$ cat src/rtl/pondt_pkg.sv
// constants for the pattern output next-data trigger block
package pondt_pkg;

  // register indices; byte address is four times the index
  localparam logic [31:0] IDX_NEXT_UPPER_A = 32'h005ffff4;
  localparam logic [31:0] IDX_NEXT_UPPER_B = 32'h005ffff6;
  localparam logic [31:0] IDX_ENABLE_HIGH = 32'h005ffff0;
  localparam logic [31:0] IDX_ENABLE_LOW = 32'h005ffff1;
  localparam logic [31:0] IDX_PORT_DATA = 32'h005ffff2;
  localparam logic [31:0] IDX_TRIG_SEL = 32'h005ffff3;
  localparam logic [31:0] IDX_NEXT_LOWER = 32'h005ffff5;
  localparam logic [31:0] BYTES_PER_REG = 32'h00000004;

  localparam logic [31:0] ADDR_NEXT_UPPER_A = IDX_NEXT_UPPER_A * BYTES_PER_REG;
  localparam logic [31:0] ADDR_NEXT_UPPER_B = IDX_NEXT_UPPER_B * BYTES_PER_REG;
  localparam logic [31:0] ADDR_ENABLE_HIGH = IDX_ENABLE_HIGH * BYTES_PER_REG;
  localparam logic [31:0] ADDR_ENABLE_LOW = IDX_ENABLE_LOW * BYTES_PER_REG;
  localparam logic [31:0] ADDR_PORT_DATA = IDX_PORT_DATA * BYTES_PER_REG;
  localparam logic [31:0] ADDR_TRIG_SEL = IDX_TRIG_SEL * BYTES_PER_REG;
  localparam logic [31:0] ADDR_NEXT_LOWER = IDX_NEXT_LOWER * BYTES_PER_REG;

  // values after reset
  localparam logic [7:0] RST_NEXT = 8'h00;
  localparam logic [7:0] RST_ENABLE = 8'h00;
  localparam logic [7:0] RST_TRIG_SEL = 8'hff;
  localparam logic [15:0] RST_PORT_DATA = 16'h0000;

  // reserved bits read back as ones
  localparam logic [7:0] RSVD_BYTE = 8'hff;
  localparam logic [3:0] RSVD_NIBBLE = 4'hf;

  // trigger select field positions (low bit of each two-bit field)
  localparam int GRP3_SEL_LSB = 6;
  localparam int GRP2_SEL_LSB = 4;

  // group geometry
  localparam int GROUP_COUNT = 4;
  localparam int GROUP_WIDTH = 4;
  localparam int CHANNEL_COUNT = 4;

  // bus answers
  localparam logic [1:0] RESP_OKAY = 2'h0;
  localparam logic [1:0] RESP_SLVERR = 2'h2;

endpackage

$ cat src/rtl/pondt_reg_if.sv
// register access carrier between bus slave and register file
`timescale 1ns/1ns
`default_nettype none
interface pondt_reg_if #(
  parameter int ADDR_W = 32
);
  logic wr_en;
  logic [ADDR_W-1:0] wr_addr;
  logic [31:0] wr_data;
  logic [3:0] wr_strb;
  logic wr_ok;
  logic rd_en;
  logic [ADDR_W-1:0] rd_addr;
  logic [31:0] rd_data;
  logic rd_ok;

  modport bus (
    output wr_en, wr_addr, wr_data, wr_strb, rd_en, rd_addr,
    input wr_ok, rd_data, rd_ok
  );
  modport regs (
    input wr_en, wr_addr, wr_data, wr_strb, rd_en, rd_addr,
    output wr_ok, rd_data, rd_ok
  );
endinterface
`default_nettype wire

$ cat src/rtl/pondt_axil.sv
// axi4-lite slave front end for the pattern output registers
`timescale 1ns/1ns
`default_nettype none
module pondt_axil #(
  parameter int ADDR_W = 32
) (
  // clock and reset
  input wire logic clk_i,
  input wire logic rst_i,
  // write address and data
  input wire logic [ADDR_W-1:0] awaddr_i,
  input wire logic awvalid_i,
  output logic awready_o,
  input wire logic [31:0] wdata_i,
  input wire logic [3:0] wstrb_i,
  input wire logic wvalid_i,
  output logic wready_o,
  // write response
  output logic [1:0] bresp_o,
  output logic bvalid_o,
  input wire logic bready_i,
  // read address and data
  input wire logic [ADDR_W-1:0] araddr_i,
  input wire logic arvalid_i,
  output logic arready_o,
  output logic [31:0] rdata_o,
  output logic [1:0] rresp_o,
  output logic rvalid_o,
  input wire logic rready_i,
  // register side
  pondt_reg_if.bus reg_if
);
  logic aw_full;
  logic w_full;
  logic [ADDR_W-1:0] aw_addr;
  logic [31:0] w_data;
  logic [3:0] w_strb;
  logic aw_take;
  logic w_take;

  // one write and one read in flight
  assign awready_o = !aw_full && !bvalid_o;
  assign wready_o = !w_full && !bvalid_o;
  assign aw_take = awvalid_i && awready_o;
  assign w_take = wvalid_i && wready_o;
  assign arready_o = !rvalid_o;

  assign reg_if.wr_en = aw_full && w_full && !bvalid_o;
  assign reg_if.wr_addr = aw_addr;
  assign reg_if.wr_data = w_data;
  assign reg_if.wr_strb = w_strb;
  assign reg_if.rd_en = arvalid_i && arready_o;
  assign reg_if.rd_addr = araddr_i;

  // write side
  always_ff @(posedge clk_i or posedge rst_i) begin
    if (rst_i) begin
      aw_full <= 1'b0;
      w_full <= 1'b0;
      aw_addr <= '0;
      w_data <= 32'h0;
      w_strb <= 4'h0;
      bvalid_o <= 1'b0;
      bresp_o <= pondt_pkg::RESP_OKAY;
    end else begin
      if (aw_take) begin
        aw_full <= 1'b1;
        aw_addr <= awaddr_i;
      end
      if (w_take) begin
        w_full <= 1'b1;
        w_data <= wdata_i;
        w_strb <= wstrb_i;
      end
      if (reg_if.wr_en) begin
        aw_full <= 1'b0;
        w_full <= 1'b0;
        bvalid_o <= 1'b1;
        bresp_o <= reg_if.wr_ok ? pondt_pkg::RESP_OKAY : pondt_pkg::RESP_SLVERR;
      end else if (bvalid_o && bready_i) begin
        bvalid_o <= 1'b0;
      end
    end
  end

  // read side
  always_ff @(posedge clk_i or posedge rst_i) begin
    if (rst_i) begin
      rvalid_o <= 1'b0;
      rdata_o <= 32'h0;
      rresp_o <= pondt_pkg::RESP_OKAY;
    end else if (reg_if.rd_en) begin
      rvalid_o <= 1'b1;
      rdata_o <= reg_if.rd_data;
      rresp_o <= reg_if.rd_ok ? pondt_pkg::RESP_OKAY : pondt_pkg::RESP_SLVERR;
    end else if (rvalid_o && rready_i) begin
      rvalid_o <= 1'b0;
    end
  end
endmodule // pondt_axil
`default_nettype wire

$ cat src/rtl/pondt_top.sv
// pattern output staging, enables, trigger select and port data register
// Function
// - upper next-data register is 8 bits, reset to zero, kept in standby.
// - selected compare-match copies staged group bits into port output data.
// - shared group 3/2 trigger: whole byte at first address, 3 high, 2 low.
// - shared trigger: second address is reserved, reads ones, writes ignored.
// - split trigger: group 3 high nibble first address, group 2 low nibble second.
// - split trigger: the unused nibbles at both addresses read ones, writes ignored.
// - low enable register gates pins 7..0 per bit; zero keeps the output.
// - high enable register gates pins 15..8 per bit; zero keeps the output.
// - both enable registers reset to zero and keep contents in standby.
// - trigger select resets to all ones, channel 3 for every group.
// - trigger select bits 7:6 pick the channel for group 3.
// - trigger select bits 5:4 pick the channel for group 2.
// - trigger select bits 3:2 pick the channel for group 1.
// - trigger select bits 1:0 pick the channel for group 0.
// - port data bits with enable set ignore software writes.
`timescale 1ns/1ns
`default_nettype none
module pondt_top #(
  parameter int ADDR_W = 32
) (
  // clock and reset
  input wire logic CLOCK_I,
  input wire logic SYS_RST_I,
  // axi4-lite write address
  input wire logic [ADDR_W-1:0] S_AXI_AWADDR_I,
  input wire logic S_AXI_AWVALID_I,
  output logic S_AXI_AWREADY_O,
  // axi4-lite write data
  input wire logic [31:0] S_AXI_WDATA_I,
  input wire logic [3:0] S_AXI_WSTRB_I,
  input wire logic S_AXI_WVALID_I,
  output logic S_AXI_WREADY_O,
  // axi4-lite write response
  output logic [1:0] S_AXI_BRESP_O,
  output logic S_AXI_BVALID_O,
  input wire logic S_AXI_BREADY_I,
  // axi4-lite read address
  input wire logic [ADDR_W-1:0] S_AXI_ARADDR_I,
  input wire logic S_AXI_ARVALID_I,
  output logic S_AXI_ARREADY_O,
  // axi4-lite read data
  output logic [31:0] S_AXI_RDATA_O,
  output logic [1:0] S_AXI_RRESP_O,
  output logic S_AXI_RVALID_O,
  input wire logic S_AXI_RREADY_I,
  // timer compare-match pulses, one per channel
  input wire logic [3:0] CMP_MATCH_I,
  // pattern pins and their enables
  output logic [15:0] PATTERN_PINS_O,
  output logic [15:0] PATTERN_ENABLE_O
);
  localparam int GW = pondt_pkg::GROUP_WIDTH;

  if (ADDR_W < 26 || ADDR_W > 32) begin : g_chk
    $error("ADDR_W must lie between 26 and 32");
  end

  // register file state
  logic [7:0] next_pattern_upper;
  logic [7:0] next_pattern_lower;
  logic [7:0] pattern_enable_low;
  logic [7:0] pattern_enable_high;
  logic [7:0] pattern_trigger_select;
  logic [15:0] port_output_data;
  logic [15:0] next_port_output_data;

  pondt_reg_if #(.ADDR_W(ADDR_W)) reg_if ();

  pondt_axil #(.ADDR_W(ADDR_W)) u_axil (
    .clk_i(CLOCK_I),
    .rst_i(SYS_RST_I),
    .awaddr_i(S_AXI_AWADDR_I),
    .awvalid_i(S_AXI_AWVALID_I),
    .awready_o(S_AXI_AWREADY_O),
    .wdata_i(S_AXI_WDATA_I),
    .wstrb_i(S_AXI_WSTRB_I),
    .wvalid_i(S_AXI_WVALID_I),
    .wready_o(S_AXI_WREADY_O),
    .bresp_o(S_AXI_BRESP_O),
    .bvalid_o(S_AXI_BVALID_O),
    .bready_i(S_AXI_BREADY_I),
    .araddr_i(S_AXI_ARADDR_I),
    .arvalid_i(S_AXI_ARVALID_I),
    .arready_o(S_AXI_ARREADY_O),
    .rdata_o(S_AXI_RDATA_O),
    .rresp_o(S_AXI_RRESP_O),
    .rvalid_o(S_AXI_RVALID_O),
    .rready_i(S_AXI_RREADY_I),
    .reg_if(reg_if)
  );

  // layout choice for the upper staging register
  wire logic shared_trig;
  assign shared_trig = pattern_trigger_select[pondt_pkg::GRP3_SEL_LSB +: 2] ==
                       pattern_trigger_select[pondt_pkg::GRP2_SEL_LSB +: 2];

  // write decode
  wire logic [ADDR_W-1:0] wa;
  wire logic lane0;
  wire logic lane1;
  wire logic wr_up_a;
  wire logic wr_up_b;
  wire logic wr_low;
  wire logic wr_en_lo;
  wire logic wr_en_hi;
  wire logic wr_sel;
  wire logic wr_port;
  assign wa = reg_if.wr_addr;
  assign lane0 = reg_if.wr_en && reg_if.wr_strb[0];
  assign lane1 = reg_if.wr_en && reg_if.wr_strb[1];
  assign wr_up_a = lane0 && (wa == ADDR_W'(pondt_pkg::ADDR_NEXT_UPPER_A));
  assign wr_up_b = lane0 && (wa == ADDR_W'(pondt_pkg::ADDR_NEXT_UPPER_B));
  assign wr_low = lane0 && (wa == ADDR_W'(pondt_pkg::ADDR_NEXT_LOWER));
  assign wr_en_lo = lane0 && (wa == ADDR_W'(pondt_pkg::ADDR_ENABLE_LOW));
  assign wr_en_hi = lane0 && (wa == ADDR_W'(pondt_pkg::ADDR_ENABLE_HIGH));
  assign wr_sel = lane0 && (wa == ADDR_W'(pondt_pkg::ADDR_TRIG_SEL));
  assign wr_port = (wa == ADDR_W'(pondt_pkg::ADDR_PORT_DATA));

  wire logic wr_hit;
  assign wr_hit = (wa == ADDR_W'(pondt_pkg::ADDR_NEXT_UPPER_A)) ||
                  (wa == ADDR_W'(pondt_pkg::ADDR_NEXT_UPPER_B)) ||
                  (wa == ADDR_W'(pondt_pkg::ADDR_NEXT_LOWER)) ||
                  (wa == ADDR_W'(pondt_pkg::ADDR_ENABLE_LOW)) ||
                  (wa == ADDR_W'(pondt_pkg::ADDR_ENABLE_HIGH)) ||
                  (wa == ADDR_W'(pondt_pkg::ADDR_TRIG_SEL)) || wr_port;
  assign reg_if.wr_ok = wr_hit;

  // next value of the upper staging byte per layout
  wire logic [7:0] wd;
  wire logic [7:0] next_upper_a;
  wire logic [7:0] next_upper_b;
  assign wd = reg_if.wr_data[7:0];
  assign next_upper_a = shared_trig ? wd :
                        {wd[7:4], next_pattern_upper[3:0]};
  assign next_upper_b = shared_trig ? next_pattern_upper :
                        {next_pattern_upper[7:4], wd[3:0]};

  // staging and control registers
  always_ff @(posedge CLOCK_I or posedge SYS_RST_I) begin
    if (SYS_RST_I) begin
      next_pattern_upper <= pondt_pkg::RST_NEXT;
      next_pattern_lower <= pondt_pkg::RST_NEXT;
      pattern_enable_low <= pondt_pkg::RST_ENABLE;
      pattern_enable_high <= pondt_pkg::RST_ENABLE;
      pattern_trigger_select <= pondt_pkg::RST_TRIG_SEL;
    end else begin
      if (wr_up_a) begin
        next_pattern_upper <= next_upper_a;
      end else if (wr_up_b) begin
        next_pattern_upper <= next_upper_b;
      end
      if (wr_low) begin
        next_pattern_lower <= wd;
      end
      if (wr_en_lo) begin
        pattern_enable_low <= wd;
      end
      if (wr_en_hi) begin
        pattern_enable_high <= wd;
      end
      if (wr_sel) begin
        pattern_trigger_select <= wd;
      end
    end
  end

  // per-group trigger pick and transfer
  wire logic [15:0] staged;
  wire logic [15:0] enables;
  wire logic [15:0] sw_lane;
  assign staged = {next_pattern_upper, next_pattern_lower};
  assign enables = {pattern_enable_high, pattern_enable_low};
  assign sw_lane = {{8{lane1 && wr_port}}, {8{lane0 && wr_port}}};

  for (genvar g = 0; g < pondt_pkg::GROUP_COUNT; g++) begin : g_grp
    wire logic [1:0] sel;
    wire logic fire;
    wire logic [GW-1:0] en;
    wire logic [GW-1:0] sw;
    assign sel = pattern_trigger_select[2*g +: 2];
    assign fire = CMP_MATCH_I[sel];
    assign en = enables[GW*g +: GW];
    assign sw = sw_lane[GW*g +: GW] & ~en;
    assign next_port_output_data[GW*g +: GW] =
      (fire ? (en & staged[GW*g +: GW]) | (~en & port_output_data[GW*g +: GW])
            : port_output_data[GW*g +: GW]) & ~sw |
      (reg_if.wr_data[GW*g +: GW] & sw);
  end

  always_ff @(posedge CLOCK_I or posedge SYS_RST_I) begin
    if (SYS_RST_I) begin
      port_output_data <= pondt_pkg::RST_PORT_DATA;
    end else begin
      port_output_data <= next_port_output_data;
    end
  end

  assign PATTERN_PINS_O = port_output_data;
  assign PATTERN_ENABLE_O = enables;

  // read decode
  wire logic [ADDR_W-1:0] ra;
  wire logic [7:0] rd_upper_a;
  wire logic [7:0] rd_upper_b;
  assign ra = reg_if.rd_addr;
  assign rd_upper_a = shared_trig ? next_pattern_upper :
                      {next_pattern_upper[7:4], pondt_pkg::RSVD_NIBBLE};
  assign rd_upper_b = shared_trig ? pondt_pkg::RSVD_BYTE :
                      {pondt_pkg::RSVD_NIBBLE, next_pattern_upper[3:0]};

  wire logic r_up_a;
  wire logic r_up_b;
  wire logic r_low;
  wire logic r_en_lo;
  wire logic r_en_hi;
  wire logic r_sel;
  wire logic r_port;
  assign r_up_a = ra == ADDR_W'(pondt_pkg::ADDR_NEXT_UPPER_A);
  assign r_up_b = ra == ADDR_W'(pondt_pkg::ADDR_NEXT_UPPER_B);
  assign r_low = ra == ADDR_W'(pondt_pkg::ADDR_NEXT_LOWER);
  assign r_en_lo = ra == ADDR_W'(pondt_pkg::ADDR_ENABLE_LOW);
  assign r_en_hi = ra == ADDR_W'(pondt_pkg::ADDR_ENABLE_HIGH);
  assign r_sel = ra == ADDR_W'(pondt_pkg::ADDR_TRIG_SEL);
  assign r_port = ra == ADDR_W'(pondt_pkg::ADDR_PORT_DATA);

  assign reg_if.rd_ok = r_up_a | r_up_b | r_low | r_en_lo | r_en_hi | r_sel | r_port;
  assign reg_if.rd_data =
    ({32{r_up_a}} & {24'h0, rd_upper_a}) |
    ({32{r_up_b}} & {24'h0, rd_upper_b}) |
    ({32{r_low}} & {24'h0, next_pattern_lower}) |
    ({32{r_en_lo}} & {24'h0, pattern_enable_low}) |
    ({32{r_en_hi}} & {24'h0, pattern_enable_high}) |
    ({32{r_sel}} & {24'h0, pattern_trigger_select}) |
    ({32{r_port}} & {16'h0, port_output_data});
endmodule // pondt_top
`default_nettype wire

$ cat config.mk
export PLATFORM = sky130hd
export DESIGN_NAME = pondt_top
export DESIGN_NICKNAME = d
export VERILOG_FILES = /design/src/rtl/pondt_pkg.sv /design/src/rtl/pondt_reg_if.sv /design/src/rtl/pondt_axil.sv /design/src/rtl/pondt_top.sv
export SDC_FILE = /design/constraint.sdc
export NUM_CORES = 1
export LEC_CHECK = 0
export BUFFER_PORTS_ARGS = -buffer_cell sky130_fd_sc_hd__clkbuf_2
export CAP_MARGIN = 0
export CORE_MARGIN = 2
export CORE_UTILIZATION = 55
export DETAILED_ROUTE_END_ITERATION = 10
export GPL_ROUTABILITY_DRIVEN = 1
export GPL_TIMING_DRIVEN = 0
export PLACE_DENSITY = 0.86
export SKIP_CTS_REPAIR_TIMING = 1
export SYNTH_ARGS = -nofsm -noshare
export SYNTH_HDL_FRONTEND = slang
export SYNTH_HIERARCHICAL = 1
export SYNTH_SLANG_ARGS = --single-unit
$ cat constraint.sdc
create_clock -name CLOCK_I -period 7.44 [get_ports CLOCK_I]
set_input_delay 0.372 -clock CLOCK_I [delete_from_list [all_inputs] [get_ports CLOCK_I]]
set_output_delay 0.372 -clock CLOCK_I [all_outputs]
set_load 0.05 [all_outputs]
**Word level (Yosys, flattened, before mapping)**

Index checks and enable logic that the tools add are counted.

- Magnitude comparators: 4
- Equality and inequality tests: 17
- Muxes and demuxes: 28
- Bitwise gates (word level): 55
- Reduce and logical (&&, ||, !) cells: 35

Operators with widths:

| kind | number |
|---|---|
| $eq 32x25->1 const B | 14 |
| $and 32x8->32 | 6 |
| $or 32x32->32 | 6 |
| $and 4x4->4 | 20 |
| $mux 4 | 9 |
| $and 32x16->32 | 1 |
| $not 4->4 | 8 |
| $or 4x4->4 | 8 |
| $logic_and 1x1->1 | 19 |
| $lt 2x3->1 const B | 4 |
| $mux 1 | 12 |
| $reduce_bool 2->1 | 5 |
| $bmux 1 s2 | 4 |
| $mux 8 | 1 |
| $logic_or 1x1->1 | 6 |
| $or 1x1->1 | 6 |
| $logic_not 1->1 | 4 |
| $mux 2 | 2 |
| $reduce_and 3->1 | 1 |
| $eq 2x2->1 | 1 |
| $ne 2x1->1 const B | 1 |
| $ne 2x2->1 const B | 1 |

- Bits of input ports: 111
- Logic and storage cells: 156
- Flip-flop bits (word level): 146

**Depth between registers and ports, before layout**

- Depth in word-level cells: 9
- Depth in mapped cells: 8
- Mapped depth without buffers: 6

**Hierarchy**

Netlist, hierarchy kept.

Modules (own cells, without submodules):

| module | times used | cells each | area each (um2) | seq. area each (um2) |
|---|---|---|---|---|
| pondt_axil | 1 | 273 | 4,279.1 | 2,652.5 |
| pondt_top | 1 | 306 | 3,349.5 | 1,411.4 |

**Worst setup path after synthesis**

No wires, ideal clock.

- Kind: reg-to-reg
- Start point: reg u_axil.aw_addr[1], in the netlist u_axil/reg_if.wr_addr[1]
- End point: reg pattern_enable_low[0]
- Stages on the path, launching flop included: 7
- Arrival: 2,336 ps
- Required time: 7,315 ps
- Setup slack: 4,979 ps
- Library setup time: 125 ps
- Path buffers: 1
- Period minus slack after synthesis: 2,461 ps
- Cell sequence: dfrtp_1 -> or4b_4 -> nor4_4 -> nand3_2 -> or4b_1 -> buf_6 -> mux2_4

- Word-level cells in the longest chain between the ends: 2

RTL lines:

| what | line | RTL |
|---|---|---|
| start, declared | pondt_axil.sv:35 | `logic [ADDR_W-1:0] aw_addr;` |
| start signal, assigned | pondt_axil.sv:68 | `aw_addr <= awaddr_i;` |
| $eq 32x25->1 | pondt_top.sv:116 | `assign wr_en_lo = lane0 && (wa == ADDR_W'(pondt_pkg::ADDR_ENABLE_LOW));` |
| $logic_and 1x1->1 | pondt_top.sv:116 |  |
| end signal, assigned | pondt_top.sv:145 | `pattern_enable_low <= pondt_pkg::RST_ENABLE;` |
| end signal, assigned | pondt_top.sv:158 | `pattern_enable_low <= wd;` |
| end, declared | pondt_top.sv:63 | `logic [7:0] pattern_enable_low;` |

No other way between the ends.
A chain may end at the register's enable or synchronous reset.

**Worst setup path in the final report**

- Start point: reg u_axil.aw_addr[1], in the netlist u_axil/reg_if.wr_addr[1]
- End point: reg next_pattern_upper[1]

- Word-level cells in the longest chain between the ends: 4

RTL lines:

| what | line | RTL |
|---|---|---|
| $eq 32x25->1, on equally long branches | pondt_top.sv:113, pondt_top.sv:114 |  |
| $logic_and 1x1->1, on equally long branches | pondt_top.sv:113, pondt_top.sv:114 |  |
| $ne 2x1->1 (no line), or another cell as far along | - |  |
| $reduce_and 3->1 (no line) | - |  |
| end signal, assigned | pondt_top.sv:143 | `next_pattern_upper <= pondt_pkg::RST_NEXT;` |
| end signal, assigned | pondt_top.sv:150 | `next_pattern_upper <= next_upper_a;` |
| end signal, assigned | pondt_top.sv:152 | `next_pattern_upper <= next_upper_b;` |
| end, declared | pondt_top.sv:61 | `logic [7:0] next_pattern_upper;` |

Parallel ways exist; a longest one is shown, timed or not. The select of a mux whose other input is x is not followed.

==> impl_metrics.toml <==
[placement]
dp_cells = 863
port_buffers = 131
dp_hpwl_mm = 12.6
gp_congestion = 0.914

[critical_path]
cp.required_ps = 7740
cp_max_fo = 6
critical_path_class = "reg -> reg"
end_kind = "flip-flop"
start_kind = "flip-flop"
worstPathArrival_ps = 3070

[clock_tree]
tritoncts = "built"
cts.path.max_buffers = 2
cts_sinks = 144
cts_buffers = 17
clkLatencyLatePin_ps = 420
root_buffer = "clkbuf_16"
htreeDepth = 4
clk_pin_slew_ps = 60

[power_and_ir_drop]
p_comb_share_pct = 22.6
p_int_mw = 1.68
ir_drop_uv = 217
p_leak_nw = 4.04
switching_share_pct = 31.2
clockPowerShare_pct = 32.2
power.net_switching_uw = 760
power_density_nw_per_um2 = 287
pwr-share-seq_pct = 45.2

[timing]
hold_violations = 18
setup_violations = 0
tns_ps = 0
slew_headroom_pct = 47.3
period_share_pct = 37.2
fin_crit_ps = 2770
rsz0062_at_grt = "false"
worst_pin_slew_ps = 784
finalHoldWorstSlack_ps = -21.9
slew_viol_final = 0
skew_ps = 10.9
max_freq_mhz = 361

[drt]
ant_nets = 0
drt-wirelength-per-cell_um = 18.1
drc_errors = 0
first_iter_violations = 192
routed_via_density = 5.41
vias = 4848
first_pass_iters = 4
routed_wl_mm = 16.2

[cells_and_area]
final_layout_size_suffix_gt1_share_pct = 50.3
diodes = 0
seqCellArea_um2 = 3610
fill_cells = 915
multi_input_area_um2 = 2940
finalNetCount = 822
instances_no_fill = 896
syn2layout_area_growth_pct = 22.0

[flow_run]
timing.max_cap.violations = 0

[status]
failed_checks = "hold timing"
status = "finished with violations"

[global_routing]
grtUsageTotal_pct = 25.2
grt_pass1_wl_mm = 25.6
grt.overflow.total = 0
grt_max_degree = 49
grt_pass1_vias = 5143
antenna_found_initial = 0

[hold_path]
hold_class = "in -> async"

[floorplan]
start_util_pct = 55.9
die_y_um = 117
core-area_um2 = 12500
dieWidth_um = 117
pin_count = 184
die_area_um2 = 13600
rows = 41

[synth]
synth_area_um2 = 6960
synthesis.instances = 542
yosysWarningCount = 6
avgSynthCellArea_um2 = 12.8
==> critical path, stage by stage (launching register included) <==
cell	delay (ps)
dfrtp_1	370
or4b_4	550
nor4_4	470
nand3_2	210
nor3_1	620
mux2_2	410
==> worst paths after layout <==
check                                               from                         to  slack (ps)  cells after the start
worst max register to register  u_axil/reg_if.wr_addr[1]      next_pattern_upper[1]        4670                      5
min in group CLOCK_I                      S_AXI_RREADY_I            u_axil/rvalid_o         120                      2
worst max-delay path            u_axil/reg_if.wr_addr[1]      next_pattern_upper[1]        4670                      5
max in group asynchronous                      SYS_RST_I  u_axil/reg_if.wr_data[15]        6800                      3
worst min register to register        u_axil/rdata_o[12]         u_axil/rdata_o[12]         510                      1
worst min-delay path                           SYS_RST_I      pattern_enable_low[2]         -20                      2
==> cell usage in the layout (no fill, tap or decap), types with 8 or more instances in the layout <==
cell type	instances
and2_1	10
nor2_1	12
buf_4	35
o21ai_0	15
clkbuf_1	10
dfstp_2	8
conb_1	18
nand3b_1	17
o311a_1	14
mux2_2	119
nand2_1	26
clkbuf_16	17
dfrtp_1	136
mux2i_1	8
mux2_4	8
clkbuf_2	132
nand4_1	8
inv_1	14
a21oi_1	18
==> per-stage QoR <==
| stage | util, % | hold WS (ps) | setup slack (ps) | area [um^2] | power (mW) |
|---|---|---|---|---|---|
| 4_1_cts | 68.1 | -18.5 | 4640 | 8490 | 2.45 |
| 3_5_place_dp | 63.7 | 433 | 4190 | 7950 | 1.67 |
| 2_1_floorplan | - | 457 | 4790 | 7020 | 1.50 |
| 6_report | 68.2 | -21.9 | 4670 | 8500 | 2.44 |
| 3_3_place_gp | 63.3 | 481 | 3920 | 7900 | 1.62 |
| 5_1_grt | 68.2 | 0.140 | 4470 | 8500 | 2.55 |
==> per-layer routing <==
metal | track usage (%) | vias to the layer above | share of wire (%)
li1 | - | 2270 | -
met1 | 30.0 | 2397 | 41
met2 | 42.9 | 151 | 51
met3 | 7.47 | 30 | 6.3
met4 | 10.3 | 0 | 2.6
met5 | 0 | - | 0
==> final cells by class <==
class / count / share of cell area [%]
buffer: 58 / 4.81
clock buffer: 19 / 5.09
inverter: 16 / 0.736
multi-input combinational: 340 / 34.6
sequential: 144 / 42.5
clock inverter: 13 / 1.35
tap: 172 / 2.53
timing repair buffer: 134 / 8.33
==> power groups by stage <==
stage	logic (mW)	clock network, mW	registers, mW
detailed placement	0.554	0	1.11
CTS	0.556	0.797	1.10
global route	0.591	0.837	1.12
global placement	0.526	0	1.09
finish	0.551	0.785	1.10
floorplan	0.365	0	1.13
No activity file was read; power rests on OpenSTA's default activity.
